File: config.mk
export PLATFORM = sky130hd
export DESIGN_NAME = ttcu_top
export DESIGN_NICKNAME = d
export VERILOG_FILES = /design/src/core/ttcu_pkg.sv /design/src/core/ttcu_edge_sync.sv /design/src/core/ttcu_top.sv
export VERILOG_INCLUDE_DIRS = /design/src /design/src/core
export SDC_FILE = /design/constraint.sdc
export NUM_CORES = 1
export LEC_CHECK = 0
export ABC_AREA = 1
export BUFFER_PORTS_ARGS = -buffer_cell sky130_fd_sc_hd__buf_2
export CAP_MARGIN = 20
export CORE_ASPECT_RATIO = 0.75
export CORE_MARGIN = 4
export CORE_UTILIZATION = 50
export CTS_BUF_LIST = sky130_fd_sc_hd__clkbuf_8 sky130_fd_sc_hd__clkbuf_16
export CTS_CLUSTER_SIZE = 28
export DETAILED_ROUTE_END_ITERATION = 8
export PLACE_DENSITY = 0.72
export SKIP_LAST_GASP = 1
export SLEW_MARGIN = 20
export SYNTH_ARGS = -nofsm -noshare
export SYNTH_HDL_FRONTEND = slang
export SYNTH_SLANG_ARGS = --single-unit
File: constraint.sdc
create_clock -name ref_clk -period 3.9 [get_ports ref_clk]
set_clock_uncertainty 0.15 [all_clocks]
set_input_delay 0 -clock ref_clk [delete_from_list [all_inputs] [get_ports ref_clk]]
set_output_delay 0 -clock ref_clk [all_outputs]
set_load 0.01 [all_outputs]
File: src/core/ttcu_defines.svh
// Purpose: register indices, field positions and reset values of the triple timer/counter unit
// Assumes: 32-bit AHB-Lite bus, one register per aligned word, byte address = index * 4
// Notes: indices are the printed special function register offsets
`ifndef TTCU_DEFINES_SVH
`define TTCU_DEFINES_SVH

// register indices
`define TTCU_IDX_T01_CTL 8'h88
`define TTCU_IDX_T01_MODE 8'h89
`define TTCU_IDX_T0_LOW 8'h8A
`define TTCU_IDX_T1_LOW 8'h8B
`define TTCU_IDX_T0_HIGH 8'h8C
`define TTCU_IDX_T1_HIGH 8'h8D
`define TTCU_IDX_T2_CTL 8'hC8
`define TTCU_IDX_T2_RCL 8'hCA
`define TTCU_IDX_T2_RCH 8'hCB
`define TTCU_IDX_T2_LOW 8'hCC
`define TTCU_IDX_T2_HIGH 8'hCD

// timer01_control bits
`define TTCU_C01_T1_FLAG 7
`define TTCU_C01_T1_RUN 6
`define TTCU_C01_T0_FLAG 5
`define TTCU_C01_T0_RUN 4

// timer01_mode_select bits
`define TTCU_M_T1_GATE 7
`define TTCU_M_T1_CSEL 6
`define TTCU_M_T1_MODE 4
`define TTCU_M_T0_GATE 3
`define TTCU_M_T0_CSEL 2
`define TTCU_M_T0_MODE 0

// timer2_control bits
`define TTCU_C2_FLAG 7
`define TTCU_C2_EXF 6
`define TTCU_C2_RXCLK 5
`define TTCU_C2_TXCLK 4
`define TTCU_C2_EXEN 3
`define TTCU_C2_RUN 2
`define TTCU_C2_CSEL 1
`define TTCU_C2_CAP 0

// reset values
`define TTCU_RST_BYTE 8'h00
`define TTCU_RST_WORD 32'h0000_0000
`define TTCU_PIN_IDLE 1'b1

`endif

File: src/core/ttcu_pkg.sv
// Purpose: types shared by the timer/counter unit
// Assumes: nothing beyond the mode fields of the control registers
// Notes: timer 2 mode decode lives here as it is used by logic and checks
package ttcu_pkg;

	typedef enum logic [1:0] {
		ttcu_m13 = 2'b00,
		ttcu_m16 = 2'b01,
		ttcu_m8r = 2'b10,
		ttcu_msplit = 2'b11
	} ttcu_t01_mode_t;

	typedef enum logic [1:0] {
		ttcu_t2_off = 2'b00,
		ttcu_t2_auto = 2'b01,
		ttcu_t2_capt = 2'b10,
		ttcu_t2_baud = 2'b11
	} ttcu_t2_mode_t;

	// run, either clock select, capture select
	function automatic ttcu_t2_mode_t ttcu_t2_decode(logic run, logic rx, logic tx, logic cap);
		if (!run)
			return ttcu_t2_off;
		else if (rx | tx)
			return ttcu_t2_baud;
		else if (cap)
			return ttcu_t2_capt;
		else
			return ttcu_t2_auto;
	endfunction

endpackage

File: src/core/ttcu_edge_sync.sv
// Purpose: pin synchroniser with falling edge detect
// Assumes: pin idles high
// Notes: edge pulse is one core cycle, two clocks after the pin falls
`timescale 1ns/1ps
`include "ttcu_defines.svh"
module ttcu_edge_sync (
	// clock and reset
	input logic ref_clk,
	input logic resetn,
	// pin and event
	input logic pin_level,
	output logic fall_pulse
);
	logic meta_q;
	logic sync_q;
	logic prev_q;

	// first stage only feeds second stage
	always_ff @(posedge ref_clk or negedge resetn) begin
		if (!resetn) begin
			meta_q <= `TTCU_PIN_IDLE;
			sync_q <= `TTCU_PIN_IDLE;
			prev_q <= `TTCU_PIN_IDLE;
		end else begin
			meta_q <= pin_level;
			sync_q <= meta_q;
			prev_q <= sync_q;
		end
	end

	// high then low on the synced level
	assign fall_pulse = prev_q & ~sync_q;
endmodule

File: src/core/ttcu_top.sv
// Purpose: three timer/counters with an AHB-Lite register slave
// Assumes: pins synchronous except count and trigger pins, which are resynchronised
// Notes: zero wait state slave, response always OKAY
`timescale 1ns/1ps
`include "ttcu_defines.svh"
module ttcu_top
	import ttcu_pkg::*;
(
	// clock and reset
	input logic ref_clk,
	input logic resetn,
	// ahb-lite slave
	input logic hsel,
	input logic [31:0] haddr,
	input logic [1:0] htrans,
	input logic hwrite,
	input logic [2:0] hsize,
	input logic [31:0] hwdata,
	input logic hready,
	output logic [31:0] hrdata,
	output logic hreadyout,
	output logic hresp,
	// external pins
	input logic ext_interrupt0_pin,
	input logic ext_interrupt1_pin,
	input logic timer0_count_pin,
	input logic timer1_count_pin,
	input logic timer2_count_pin,
	input logic timer2_trigger_pin,
	// flags and baud ticks
	output logic timer0_overflow_flag,
	output logic timer1_overflow_flag,
	output logic timer2_overflow_flag,
	output logic timer2_external_flag,
	output logic timer1_overflow_tick,
	output logic timer2_overflow_tick
);
	// bus state
	logic wr_q;
	logic [7:0] widx_q;
	logic [31:0] hrdata_q;
	logic hreadyout_q;
	logic hresp_q;
	logic [7:0] wd;
	// timer 0/1 registers
	logic timer0_run_q;
	logic timer1_run_q;
	logic timer0_overflow_flag_q;
	logic timer1_overflow_flag_q;
	logic [7:0] timer01_mode_select_q;
	logic [7:0] timer0_count_low_q;
	logic [7:0] timer0_count_high_q;
	logic [7:0] timer1_count_low_q;
	logic [7:0] timer1_count_high_q;
	logic timer1_tick_q;
	// timer 2 registers
	logic [7:0] timer2_control_q;
	logic [7:0] timer2_reload_capture_low_q;
	logic [7:0] timer2_reload_capture_high_q;
	logic [7:0] timer2_count_low_q;
	logic [7:0] timer2_count_high_q;
	logic timer2_tick_q;
	// pin events
	logic [3:0] pin_vec;
	logic [3:0] fall;
	// next state
	ttcu_t01_mode_t mode0;
	ttcu_t01_mode_t mode1;
	ttcu_t2_mode_t t2m;
	logic inc0_lo;
	logic inc0_hi;
	logic inc1;
	logic ovf0_hi;
	logic [16:0] st0;
	logic [16:0] st1;
	logic [7:0] th0_d;
	logic set1;
	logic inc2;
	logic ovf2;
	logic trig;
	logic trig_cap;
	logic trig_rel;
	logic [15:0] cnt2;
	logic [15:0] cnt2_d;

	// data-phase write hit
	function automatic logic wr_hit(logic [7:0] idx);
		return wr_q && (widx_q == idx);
	endfunction

	// one counting step of timer 0 or 1: {overflow, high, low}
	function automatic logic [16:0] ttcu_step(ttcu_t01_mode_t m, logic [7:0] lo, logic [7:0] hi, logic inc);
		logic [12:0] c13;
		logic [15:0] c16;
		c13 = {hi, lo[4:0]};
		c16 = {hi, lo};
		if (!inc)
			return {1'b0, hi, lo};
		case (m)
			ttcu_m13: begin
				c13 = c13 + 13'h0001;
				return {(c13 == 13'h0000), c13[12:5], lo[7:5], c13[4:0]};
			end
			ttcu_m16: begin
				c16 = c16 + 16'h0001;
				return {(c16 == 16'h0000), c16};
			end
			ttcu_m8r: begin
				if (lo == 8'hFF)
					return {1'b1, hi, hi};
				return {1'b0, hi, lo + 8'h01};
			end
			default: begin
				return {(lo == 8'hFF), hi, lo + 8'h01};
			end
		endcase
	endfunction

	assign pin_vec = {timer2_trigger_pin, timer2_count_pin, timer1_count_pin, timer0_count_pin};
	genvar gi;
	generate
		for (gi = 0; gi < 4; gi++) begin : g_sync
			ttcu_edge_sync u_sync (
				.ref_clk(ref_clk),
				.resetn(resetn),
				.pin_level(pin_vec[gi]),
				.fall_pulse(fall[gi])
			);
		end
	endgenerate

	// timer 0/1 step decisions
	always_comb begin
		mode0 = ttcu_t01_mode_t'(timer01_mode_select_q[`TTCU_M_T0_MODE +: 2]);
		mode1 = ttcu_t01_mode_t'(timer01_mode_select_q[`TTCU_M_T1_MODE +: 2]);
		// run and gate; every cycle in timer function
		inc0_lo = timer0_run_q
			& (~timer01_mode_select_q[`TTCU_M_T0_GATE] | ext_interrupt0_pin)
			& (timer01_mode_select_q[`TTCU_M_T0_CSEL] ? fall[0] : 1'b1);
		inc1 = timer1_run_q & (mode1 != ttcu_msplit)
			& (~timer01_mode_select_q[`TTCU_M_T1_GATE] | ext_interrupt1_pin)
			& (timer01_mode_select_q[`TTCU_M_T1_CSEL] ? fall[1] : 1'b1);
		// split high byte runs on timer 1 run bit
		inc0_hi = (mode0 == ttcu_msplit) & timer1_run_q;
		ovf0_hi = inc0_hi & (timer0_count_high_q == 8'hFF);
		st0 = ttcu_step(mode0, timer0_count_low_q, timer0_count_high_q, inc0_lo);
		st1 = ttcu_step(mode1, timer1_count_low_q, timer1_count_high_q, inc1);
		th0_d = st0[15:8];
		if (mode0 == ttcu_msplit)
			th0_d = timer0_count_high_q + {7'h00, inc0_hi};
		// high byte takes over timer 1 flag
		set1 = (mode0 == ttcu_msplit) ? ovf0_hi : st1[16];
	end

	// timer 2 step decisions
	always_comb begin
		t2m = ttcu_t2_decode(timer2_control_q[`TTCU_C2_RUN], timer2_control_q[`TTCU_C2_RXCLK],
			timer2_control_q[`TTCU_C2_TXCLK], timer2_control_q[`TTCU_C2_CAP]);
		cnt2 = {timer2_count_high_q, timer2_count_low_q};
		inc2 = (t2m != ttcu_t2_off) & (timer2_control_q[`TTCU_C2_CSEL] ? fall[2] : 1'b1);
		ovf2 = inc2 & (cnt2 == 16'hFFFF);
		trig = fall[3] & timer2_control_q[`TTCU_C2_EXEN];
		// capture only when no serial clock select
		trig_cap = trig & timer2_control_q[`TTCU_C2_CAP]
			& ~(timer2_control_q[`TTCU_C2_RXCLK] | timer2_control_q[`TTCU_C2_TXCLK]);
		// reload only in plain autoreload configuration
		trig_rel = trig & ~timer2_control_q[`TTCU_C2_CAP]
			& ~(timer2_control_q[`TTCU_C2_RXCLK] | timer2_control_q[`TTCU_C2_TXCLK]);
		cnt2_d = cnt2 + {15'h0000, inc2};
		// rollover reload; capture mode never reloads
		if (trig_rel | (ovf2 & (t2m != ttcu_t2_capt)))
			cnt2_d = {timer2_reload_capture_high_q, timer2_reload_capture_low_q};
	end

	assign wd = hwdata[7:0];

	// address phase capture and read data; zero wait states
	always_ff @(posedge ref_clk or negedge resetn) begin
		if (!resetn) begin
			wr_q <= 1'b0;
			widx_q <= `TTCU_RST_BYTE;
			hrdata_q <= `TTCU_RST_WORD;
			hreadyout_q <= 1'b1;
			hresp_q <= 1'b0;
		end else begin
			hreadyout_q <= 1'b1;
			hresp_q <= 1'b0;
			wr_q <= 1'b0;
			if (hsel && htrans[1] && hready) begin
				// unmapped or misaligned words read zero and drop writes
				wr_q <= hwrite && (haddr[31:10] == 22'h000000) && (haddr[1:0] == 2'b00);
				widx_q <= haddr[9:2];
				hrdata_q <= {24'h000000, rd_byte(haddr)};
			end
		end
	end

	// read mux; low nibble of timer01_control is not ours and reads zero
	function automatic logic [7:0] rd_byte(logic [31:0] a);
		if ((a[31:10] != 22'h000000) || (a[1:0] != 2'b00))
			return `TTCU_RST_BYTE;
		case (a[9:2])
			`TTCU_IDX_T01_CTL: return {timer1_overflow_flag_q, timer1_run_q,
				timer0_overflow_flag_q, timer0_run_q, 4'h0};
			`TTCU_IDX_T01_MODE: return timer01_mode_select_q;
			`TTCU_IDX_T0_LOW: return timer0_count_low_q;
			`TTCU_IDX_T1_LOW: return timer1_count_low_q;
			`TTCU_IDX_T0_HIGH: return timer0_count_high_q;
			`TTCU_IDX_T1_HIGH: return timer1_count_high_q;
			`TTCU_IDX_T2_CTL: return timer2_control_q;
			`TTCU_IDX_T2_RCL: return timer2_reload_capture_low_q;
			`TTCU_IDX_T2_RCH: return timer2_reload_capture_high_q;
			`TTCU_IDX_T2_LOW: return timer2_count_low_q;
			`TTCU_IDX_T2_HIGH: return timer2_count_high_q;
			default: return `TTCU_RST_BYTE;
		endcase
	endfunction

	// timer 0/1 control and mode; a hardware set beats a software clear
	always_ff @(posedge ref_clk or negedge resetn) begin
		if (!resetn) begin
			timer0_run_q <= 1'b0;
			timer1_run_q <= 1'b0;
			timer0_overflow_flag_q <= 1'b0;
			timer1_overflow_flag_q <= 1'b0;
			timer01_mode_select_q <= `TTCU_RST_BYTE;
		end else begin
			if (wr_hit(`TTCU_IDX_T01_CTL)) begin
				timer0_run_q <= wd[`TTCU_C01_T0_RUN];
				timer1_run_q <= wd[`TTCU_C01_T1_RUN];
			end
			timer0_overflow_flag_q <= (wr_hit(`TTCU_IDX_T01_CTL) ? wd[`TTCU_C01_T0_FLAG]
				: timer0_overflow_flag_q) | st0[16];
			timer1_overflow_flag_q <= (wr_hit(`TTCU_IDX_T01_CTL) ? wd[`TTCU_C01_T1_FLAG]
				: timer1_overflow_flag_q) | set1;
			if (wr_hit(`TTCU_IDX_T01_MODE))
				timer01_mode_select_q <= wd;
		end
	end

	// timer 0 count bytes; a software write wins over the step
	always_ff @(posedge ref_clk or negedge resetn) begin
		if (!resetn) begin
			timer0_count_low_q <= `TTCU_RST_BYTE;
			timer0_count_high_q <= `TTCU_RST_BYTE;
		end else begin
			timer0_count_low_q <= wr_hit(`TTCU_IDX_T0_LOW) ? wd : st0[7:0];
			timer0_count_high_q <= wr_hit(`TTCU_IDX_T0_HIGH) ? wd : th0_d;
		end
	end

	// timer 1 count bytes and baud tick
	always_ff @(posedge ref_clk or negedge resetn) begin
		if (!resetn) begin
			timer1_count_low_q <= `TTCU_RST_BYTE;
			timer1_count_high_q <= `TTCU_RST_BYTE;
			timer1_tick_q <= 1'b0;
		end else begin
			timer1_count_low_q <= wr_hit(`TTCU_IDX_T1_LOW) ? wd : st1[7:0];
			timer1_count_high_q <= wr_hit(`TTCU_IDX_T1_HIGH) ? wd : st1[15:8];
			// tick survives loss of the flag to timer 0
			timer1_tick_q <= st1[16];
		end
	end

	// timer 2 control and flags
	always_ff @(posedge ref_clk or negedge resetn) begin
		if (!resetn) begin
			timer2_control_q <= `TTCU_RST_BYTE;
		end else begin
			if (wr_hit(`TTCU_IDX_T2_CTL))
				timer2_control_q <= wd;
			// no overflow flag in baud mode; hardware only sets
			timer2_control_q[`TTCU_C2_FLAG] <= (wr_hit(`TTCU_IDX_T2_CTL) ? wd[`TTCU_C2_FLAG]
				: timer2_control_q[`TTCU_C2_FLAG]) | (ovf2 & (t2m != ttcu_t2_baud));
			// trigger edge sets external flag in every mode
			timer2_control_q[`TTCU_C2_EXF] <= (wr_hit(`TTCU_IDX_T2_CTL) ? wd[`TTCU_C2_EXF]
				: timer2_control_q[`TTCU_C2_EXF]) | trig;
		end
	end

	// timer 2 count, reload/capture registers and baud tick
	always_ff @(posedge ref_clk or negedge resetn) begin
		if (!resetn) begin
			timer2_count_low_q <= `TTCU_RST_BYTE;
			timer2_count_high_q <= `TTCU_RST_BYTE;
			timer2_reload_capture_low_q <= `TTCU_RST_BYTE;
			timer2_reload_capture_high_q <= `TTCU_RST_BYTE;
			timer2_tick_q <= 1'b0;
		end else begin
			timer2_count_low_q <= wr_hit(`TTCU_IDX_T2_LOW) ? wd : cnt2_d[7:0];
			timer2_count_high_q <= wr_hit(`TTCU_IDX_T2_HIGH) ? wd : cnt2_d[15:8];
			if (wr_hit(`TTCU_IDX_T2_RCL))
				timer2_reload_capture_low_q <= wd;
			else if (trig_cap)
				timer2_reload_capture_low_q <= timer2_count_low_q;
			if (wr_hit(`TTCU_IDX_T2_RCH))
				timer2_reload_capture_high_q <= wd;
			else if (trig_cap)
				timer2_reload_capture_high_q <= timer2_count_high_q;
			timer2_tick_q <= ovf2;
		end
	end

	// outputs
	assign hrdata = hrdata_q;
	assign hreadyout = hreadyout_q;
	assign hresp = hresp_q;
	assign timer0_overflow_flag = timer0_overflow_flag_q;
	assign timer1_overflow_flag = timer1_overflow_flag_q;
	assign timer2_overflow_flag = timer2_control_q[`TTCU_C2_FLAG];
	assign timer2_external_flag = timer2_control_q[`TTCU_C2_EXF];
	assign timer1_overflow_tick = timer1_tick_q;
	assign timer2_overflow_tick = timer2_tick_q;

	// checks; each assumes no register write lands in the same cycle
	property p_thirteen;
		@(posedge ref_clk) disable iff (!resetn)
		(!wr_q && mode0 == ttcu_m13 && inc0_lo) |=>
			({timer0_count_high_q, timer0_count_low_q[4:0]}
			== $past({timer0_count_high_q, timer0_count_low_q[4:0]}) + 13'h0001)
			&& $stable(timer0_count_low_q[7:5]);
	endproperty
	a_thirteen: assert property (p_thirteen) else $error("13-bit step wrong");

	property p_flag0;
		@(posedge ref_clk) disable iff (!resetn)
		(!wr_q && inc0_lo && mode0 == ttcu_m16 && timer0_count_low_q == 8'hFF
			&& timer0_count_high_q == 8'hFF) |=> timer0_overflow_flag_q ##1 timer0_overflow_flag;
	endproperty
	a_flag0: assert property (p_flag0) else $error("timer 0 flag not set on wrap");

	property p_gate;
		@(posedge ref_clk) disable iff (!resetn)
		(!wr_q && timer01_mode_select_q[`TTCU_M_T0_GATE] && !ext_interrupt0_pin)
			|=> $stable(timer0_count_low_q);
	endproperty
	a_gate: assert property (p_gate) else $error("gated timer 0 moved");

	property p_sixteen;
		@(posedge ref_clk) disable iff (!resetn)
		(!wr_q && mode0 == ttcu_m16 && timer0_run_q && !timer01_mode_select_q[`TTCU_M_T0_GATE]
			&& !timer01_mode_select_q[`TTCU_M_T0_CSEL]) |=>
			{timer0_count_high_q, timer0_count_low_q}
			== $past({timer0_count_high_q, timer0_count_low_q}) + 16'h0001;
	endproperty
	a_sixteen: assert property (p_sixteen) else $error("timer 0 not one step per cycle");

	property p_reload8;
		@(posedge ref_clk) disable iff (!resetn)
		(!wr_q && mode0 == ttcu_m8r && inc0_lo && timer0_count_low_q == 8'hFF) |=>
			timer0_count_low_q == $past(timer0_count_high_q) && $stable(timer0_count_high_q)
			&& timer0_overflow_flag_q;
	endproperty
	a_reload8: assert property (p_reload8) else $error("mode 2 reload wrong");

	property p_hold1;
		@(posedge ref_clk) disable iff (!resetn)
		(!wr_q && mode1 == ttcu_msplit)[*2] |-> $stable({timer1_count_high_q, timer1_count_low_q});
	endproperty
	a_hold1: assert property (p_hold1) else $error("timer 1 moved in mode 3");

	property p_split_high;
		@(posedge ref_clk) disable iff (!resetn)
		(!wr_q && mode0 == ttcu_msplit && timer1_run_q && timer0_count_high_q == 8'hFF)
			|=> timer1_overflow_flag_q && timer0_count_high_q == 8'h00;
	endproperty
	a_split_high: assert property (p_split_high) else $error("split high byte flag missing");

	property p_auto2;
		@(posedge ref_clk) disable iff (!resetn)
		(!wr_q && t2m == ttcu_t2_auto && ovf2) |=> timer2_overflow_flag
			&& {timer2_count_high_q, timer2_count_low_q}
			== $past({timer2_reload_capture_high_q, timer2_reload_capture_low_q});
	endproperty
	a_auto2: assert property (p_auto2) else $error("timer 2 reload wrong");

	property p_capture;
		@(posedge ref_clk) disable iff (!resetn)
		(!wr_q && trig_cap) |=> timer2_external_flag
			&& {timer2_reload_capture_high_q, timer2_reload_capture_low_q}
			== $past({timer2_count_high_q, timer2_count_low_q});
	endproperty
	a_capture: assert property (p_capture) else $error("timer 2 capture wrong");

	property p_baud;
		@(posedge ref_clk) disable iff (!resetn)
		(!wr_q && t2m == ttcu_t2_baud && !timer2_overflow_flag) |=> !timer2_overflow_flag;
	endproperty
	a_baud: assert property (p_baud) else $error("overflow flag set in baud mode");

	property p_sticky2;
		@(posedge ref_clk) disable iff (!resetn)
		(!wr_q && timer2_overflow_flag) |=> timer2_overflow_flag;
	endproperty
	a_sticky2: assert property (p_sticky2) else $error("timer 2 flag cleared by hardware");
endmodule

==> metrics.md <==
| Metric | Value |
|---|---|
| DR DRC count | `0` |
| Post-synth EDFFs | `0` |
| Worst Slack Setup Final | `between 1 and 1.5 ns` |
| Async set-reset flop share out of synthesis | `1.000` |
| Max-cap violations | `0` |
| Vias in the first global route | `between 7000 and 8000` |
| Mapped cell area | `between 7000 and 8000 um^2` |
| Gr usage total | `0.3012` |
| Pwr dens | `468.6 nW/um^2` |
| Final period util | `0.6771` |
| CP Class | `flop to flop` |
| Crit path required time | `4.05 ns` |
| Post CTS Setup Buffer Count | `0` |
| Die area | `~18000 um^2` |
| Dominant cell type by area after synthesis | `dfrtp_1` |
| Vias | `a little over 8000` |
| Global-route wire length before repair | `around 42000 um` |
| # rows | `39` |
| CP most frequent cell | `nand2_1` |
| Skew-Pair Late Insertion Delay | `between 0.4 and 0.5 ns` |
| Max-slew violations | `0` |
| # port buffers | `65` |
| Synth Flop Type | `dfrtp_1` |
| Dpl ws | `approximately 1.3 ns` |
| Achievable Freq | `between 300 and 400 MHz` |
| Post-synth cell types | `44` |
| Num CTS Buffers | `17` |
| GRT Residual Overflow | `0` |
| Gate Count Post-Synth | `about 1100` |
| Worst hold path class | `input port to flop` |
| Layout filler cell count | `between 1000 and 1500` |
| DRT Wirelength | `approximately 26000 um` |
| Worst Tran Pin Value | `0.9422 ns` |
| Core area | `~15000 um^2` |
| Largest cells by area after synthesis | `dfrtp_1 (33%), nand2_1 (11%), inv_1 (6.6%), o21ai_0 (5.1%), nand3_1 (4.9%)` |
| Top Ports | `120` |
| Clock period minus worst slack | `between 2 and 3 ns` |
| Critical Path, Cell by Cell | `inv_1 -> o21ai_0 -> nand2_1 -> inv_1 -> ha_1 -> ha_1 -> nand3_1 -> nor2_1 -> nand2_1 -> nor2_1 -> nand2_1 -> xor2_1 -> o21ai_1 -> o21ai_1` |
| Worst EP arrival | `about 2.8 ns` |
| RSZ-0062 raised after global routing | `no` |
| Die Y | `between 100 and 150 um` |
| Area growth from synthesis to final layout | `17.74%` |
| R2r worst-path depth | `14` |
| Slowest CP cell | `dfstp_2` |
| Initial core utilization | `0.5131` |
| Clock tree buffer depth | `2` |
| Ys Warns | `0` |
| Lkg Pwr | `between 4 and 5 nW` |
| Critical path capture point type | `flop` |
| First-iteration detailed-routing DRC count | `around 1200` |
| Routability cong. | `1.000` |
| Initial antenna violation count | `0` |
| CP peak stage delay | `between 0.5 and 0.6 ns` |
| CP startpoint kind | `flop` |
| Reg clk slew, reported paths | `roughly 0.06 ns` |
| CP top delay family | `simple AND/OR/NAND/NOR gates` |
| Final setup violation count | `0` |
| CP Max Fanout | `3` |
| Outcome | `finished, final reports clean` |
| WP depth | `14` |
| Post-synth top area share | `0.3289` |
| Hold Vio Cnt, Final | `0` |
| Hpwl dp | `19580 um` |
| Post-DRT Antenna Nets | `0` |
| Die width | `approximately 150 um` |
| Via density | `slightly below 6` |
| Drt pass-1 iters | `6` |
| Clk root buf | `clkbuf_16` |
| Layout cells sized above 1 | `0.1372` |
| Post-DR wirelength/cell | `~19 um` |
| Maximum number of pins on one net before global-route repair | `77` |
| Antenna Cells | `0` |
| Register-to-register setup slack | `roughly 1.3 ns` |
| Syn_area_per_cell | `~7.2 um^2` |
| H-Tree Depth | `4` |
| TritonCTS clock tree | `done` |
| Final TNS setup | `0 ns` |
| Hold depth | `2` |
| Slew margin rel. | `0.3719` |
| Register area share after synthesis | `0.3691` |
| Sink Count | `~120` |
| # nets final | `around 1300` |
| WP buf/inv | `2` |
| Yosys reg bits | `115` |
| Worst VDD drop | `around 0.37 mV` |
## per-layer routing
layer / GRT usage / part of all wire / wire, um / up-vias
li1: - / - / - / 3794
met1: 0.4471 / 0.45 / 11770 / 3792
met2: 0.4247 / 0.40 / 10690 / 509
met3: 0.08296 / 0.13 / 3318 / 59
met4: 0.1009 / 0.025 / 650 / 0
met5: 0.005291 / 0 / 0 / -
## flip-flops by register name, indices dropped and copies added (netlist names)
signal and count:
timer2_count_low_q 8, timer0_overflow_flag 1, timer1_overflow_flag 1, timer1_run_q 1, g_sync.u_sync.meta_q 4, hrdata 8
timer2_reload_capture_low_q 8, timer0_count_low_q 8, timer0_run_q 1, timer2_reload_capture_high_q 8, timer1_count_high_q 8, timer1_count_low_q 8
timer2_control_q 8, wr_q 1, timer2_count_high_q 8, timer1_overflow_tick 1, widx_q 8, g_sync.u_sync.prev_q 4
g_sync.u_sync.sync_q 4, timer2_overflow_tick 1, timer01_mode_select_q 8, timer0_count_high_q 8
## placed cells by master (no fill, tap or decap), types with 5 or more instances in the layout
master | synthesis | layout
clkbuf_16 | 0 | 17
nor2_2 | 5 | 5
nand4_1 | 13 | 13
buf_4 | 28 | 6
nor3_2 | 8 | 8
ha_1 | 8 | 8
nor2_1 | 101 | 101
a31oi_1 | 5 | 5
inv_2 | 8 | 8
dfstp_2 | 12 | 12
xor2_1 | 40 | 40
nand2_1 | 239 | 239
o211ai_1 | 9 | 9
buf_2 | 7 | 64
a21oi_1 | 35 | 35
nor4_1 | 7 | 7
nor3_1 | 18 | 18
nor2_4 | 6 | 6
nand3_1 | 76 | 76
bufinv_16 | 0 | 5
o21ai_1 | 14 | 14
o21ai_0 | 80 | 80
dlygate4sd3_1 | 0 | 32
nand2_2 | 12 | 12
dfrtp_1 | 103 | 103
inv_1 | 138 | 138
o22ai_1 | 41 | 41
conb_1 | 2 | 26
o221ai_1 | 30 | 30
## Yosys cell counts, types with 3 or more instances
| master | n |
|---|---|
| nand2_1 | 239 |
| inv_1 | 138 |
| dfrtp_1 | 103 |
| nor2_1 | 101 |
| o21ai_0 | 80 |
| nand3_1 | 76 |
| o22ai_1 | 41 |
| xor2_1 | 40 |
| a21oi_1 | 35 |
| o221ai_1 | 30 |
| buf_4 | 28 |
| nor3_1 | 18 |
| o21ai_1 | 14 |
| nand4_1 | 13 |
| dfstp_2 | 12 |
| nand2_2 | 12 |
| clkbuf_1 | 9 |
| o211ai_1 | 9 |
| ha_1 | 8 |
| inv_2 | 8 |
| nor3_2 | 8 |
| buf_2 | 7 |
| nor4_1 | 7 |
| nor2_4 | 6 |
| a31oi_1 | 5 |
| nor2_2 | 5 |
| o2111ai_1 | 4 |
| nand3_2 | 3 |
| nand3b_1 | 3 |
## through the flow
stage | total power [mW] | hold slack, ns | util | instance area (um^2) | std cells
after floorplan | 2.202 | -0.4456 | - | 7928 | 1108
after global placement | 2.508 | -0.04482 | 0.5398 | 8244 | 1336
after detailed placement | 2.500 | -0.04313 | 0.5398 | 8244 | 1336
after CTS | 4.291 | 0.02190 | 0.6042 | 9228 | 1400
after global routing | 4.505 | 0.07168 | 0.6042 | 9228 | 1400
final | 4.324 | 0.06619 | 0.6042 | 9228 | 1400
## layout make-up
type                            instances  area, um^2  area share
Inverter                              148       555.5     0.06020
Timing Repair Buffer                  102       685.7     0.07431
Clock inverter                         14       224.0     0.02427
Sequential cell                       115        2893      0.3135
Tap cell                              205       256.5     0.02780
Clock buffer                           18       439.2     0.04759
Multi-Input combinational cell        798        4174      0.4523
## power by group
part / total (mW) / internal [mW] / switching (mW)
Clock: 1.76 / 1.16 / 0.602
Sequential: 1.61 / 1.36 / 0.245
Combinational: 0.956 / 0.345 / 0.611
Total: 4.32 / 2.87 / 1.46
## timing repair
action                    CTS  global route
resized for setup           0             0
hold buffers               32             0
hold endpoints to repair  114             0
## worst paths after layout
check | startpoint | end
max in group asynchronous | resetn | g_sync[1].u_sync.prev_q
worst min register to register | g_sync[2].u_sync.meta_q | g_sync[2].u_sync.sync_q
worst min-delay path | timer2_trigger_pin | g_sync[3].u_sync.meta_q
worst max-delay path | g_sync[2].u_sync.prev_q | timer2_count_high_q[6]
min in group asynchronous | resetn | timer2_count_low_q[0]
worst max register to register | g_sync[2].u_sync.prev_q | timer2_count_high_q[6]
## logic make-up after synthesis
group,count (synthesis),synth area share
flops,115,0.3691
compound gates,223,0.1708
xor+xnor,41,0.04582
simple gates,498,0.2878
other cells,2,0.0009582
mux,2,0.002873
buf+inv,195,0.1098
fa+ha+maj,8,0.01277
No activity file was read; power rests on OpenSTA's default activity.
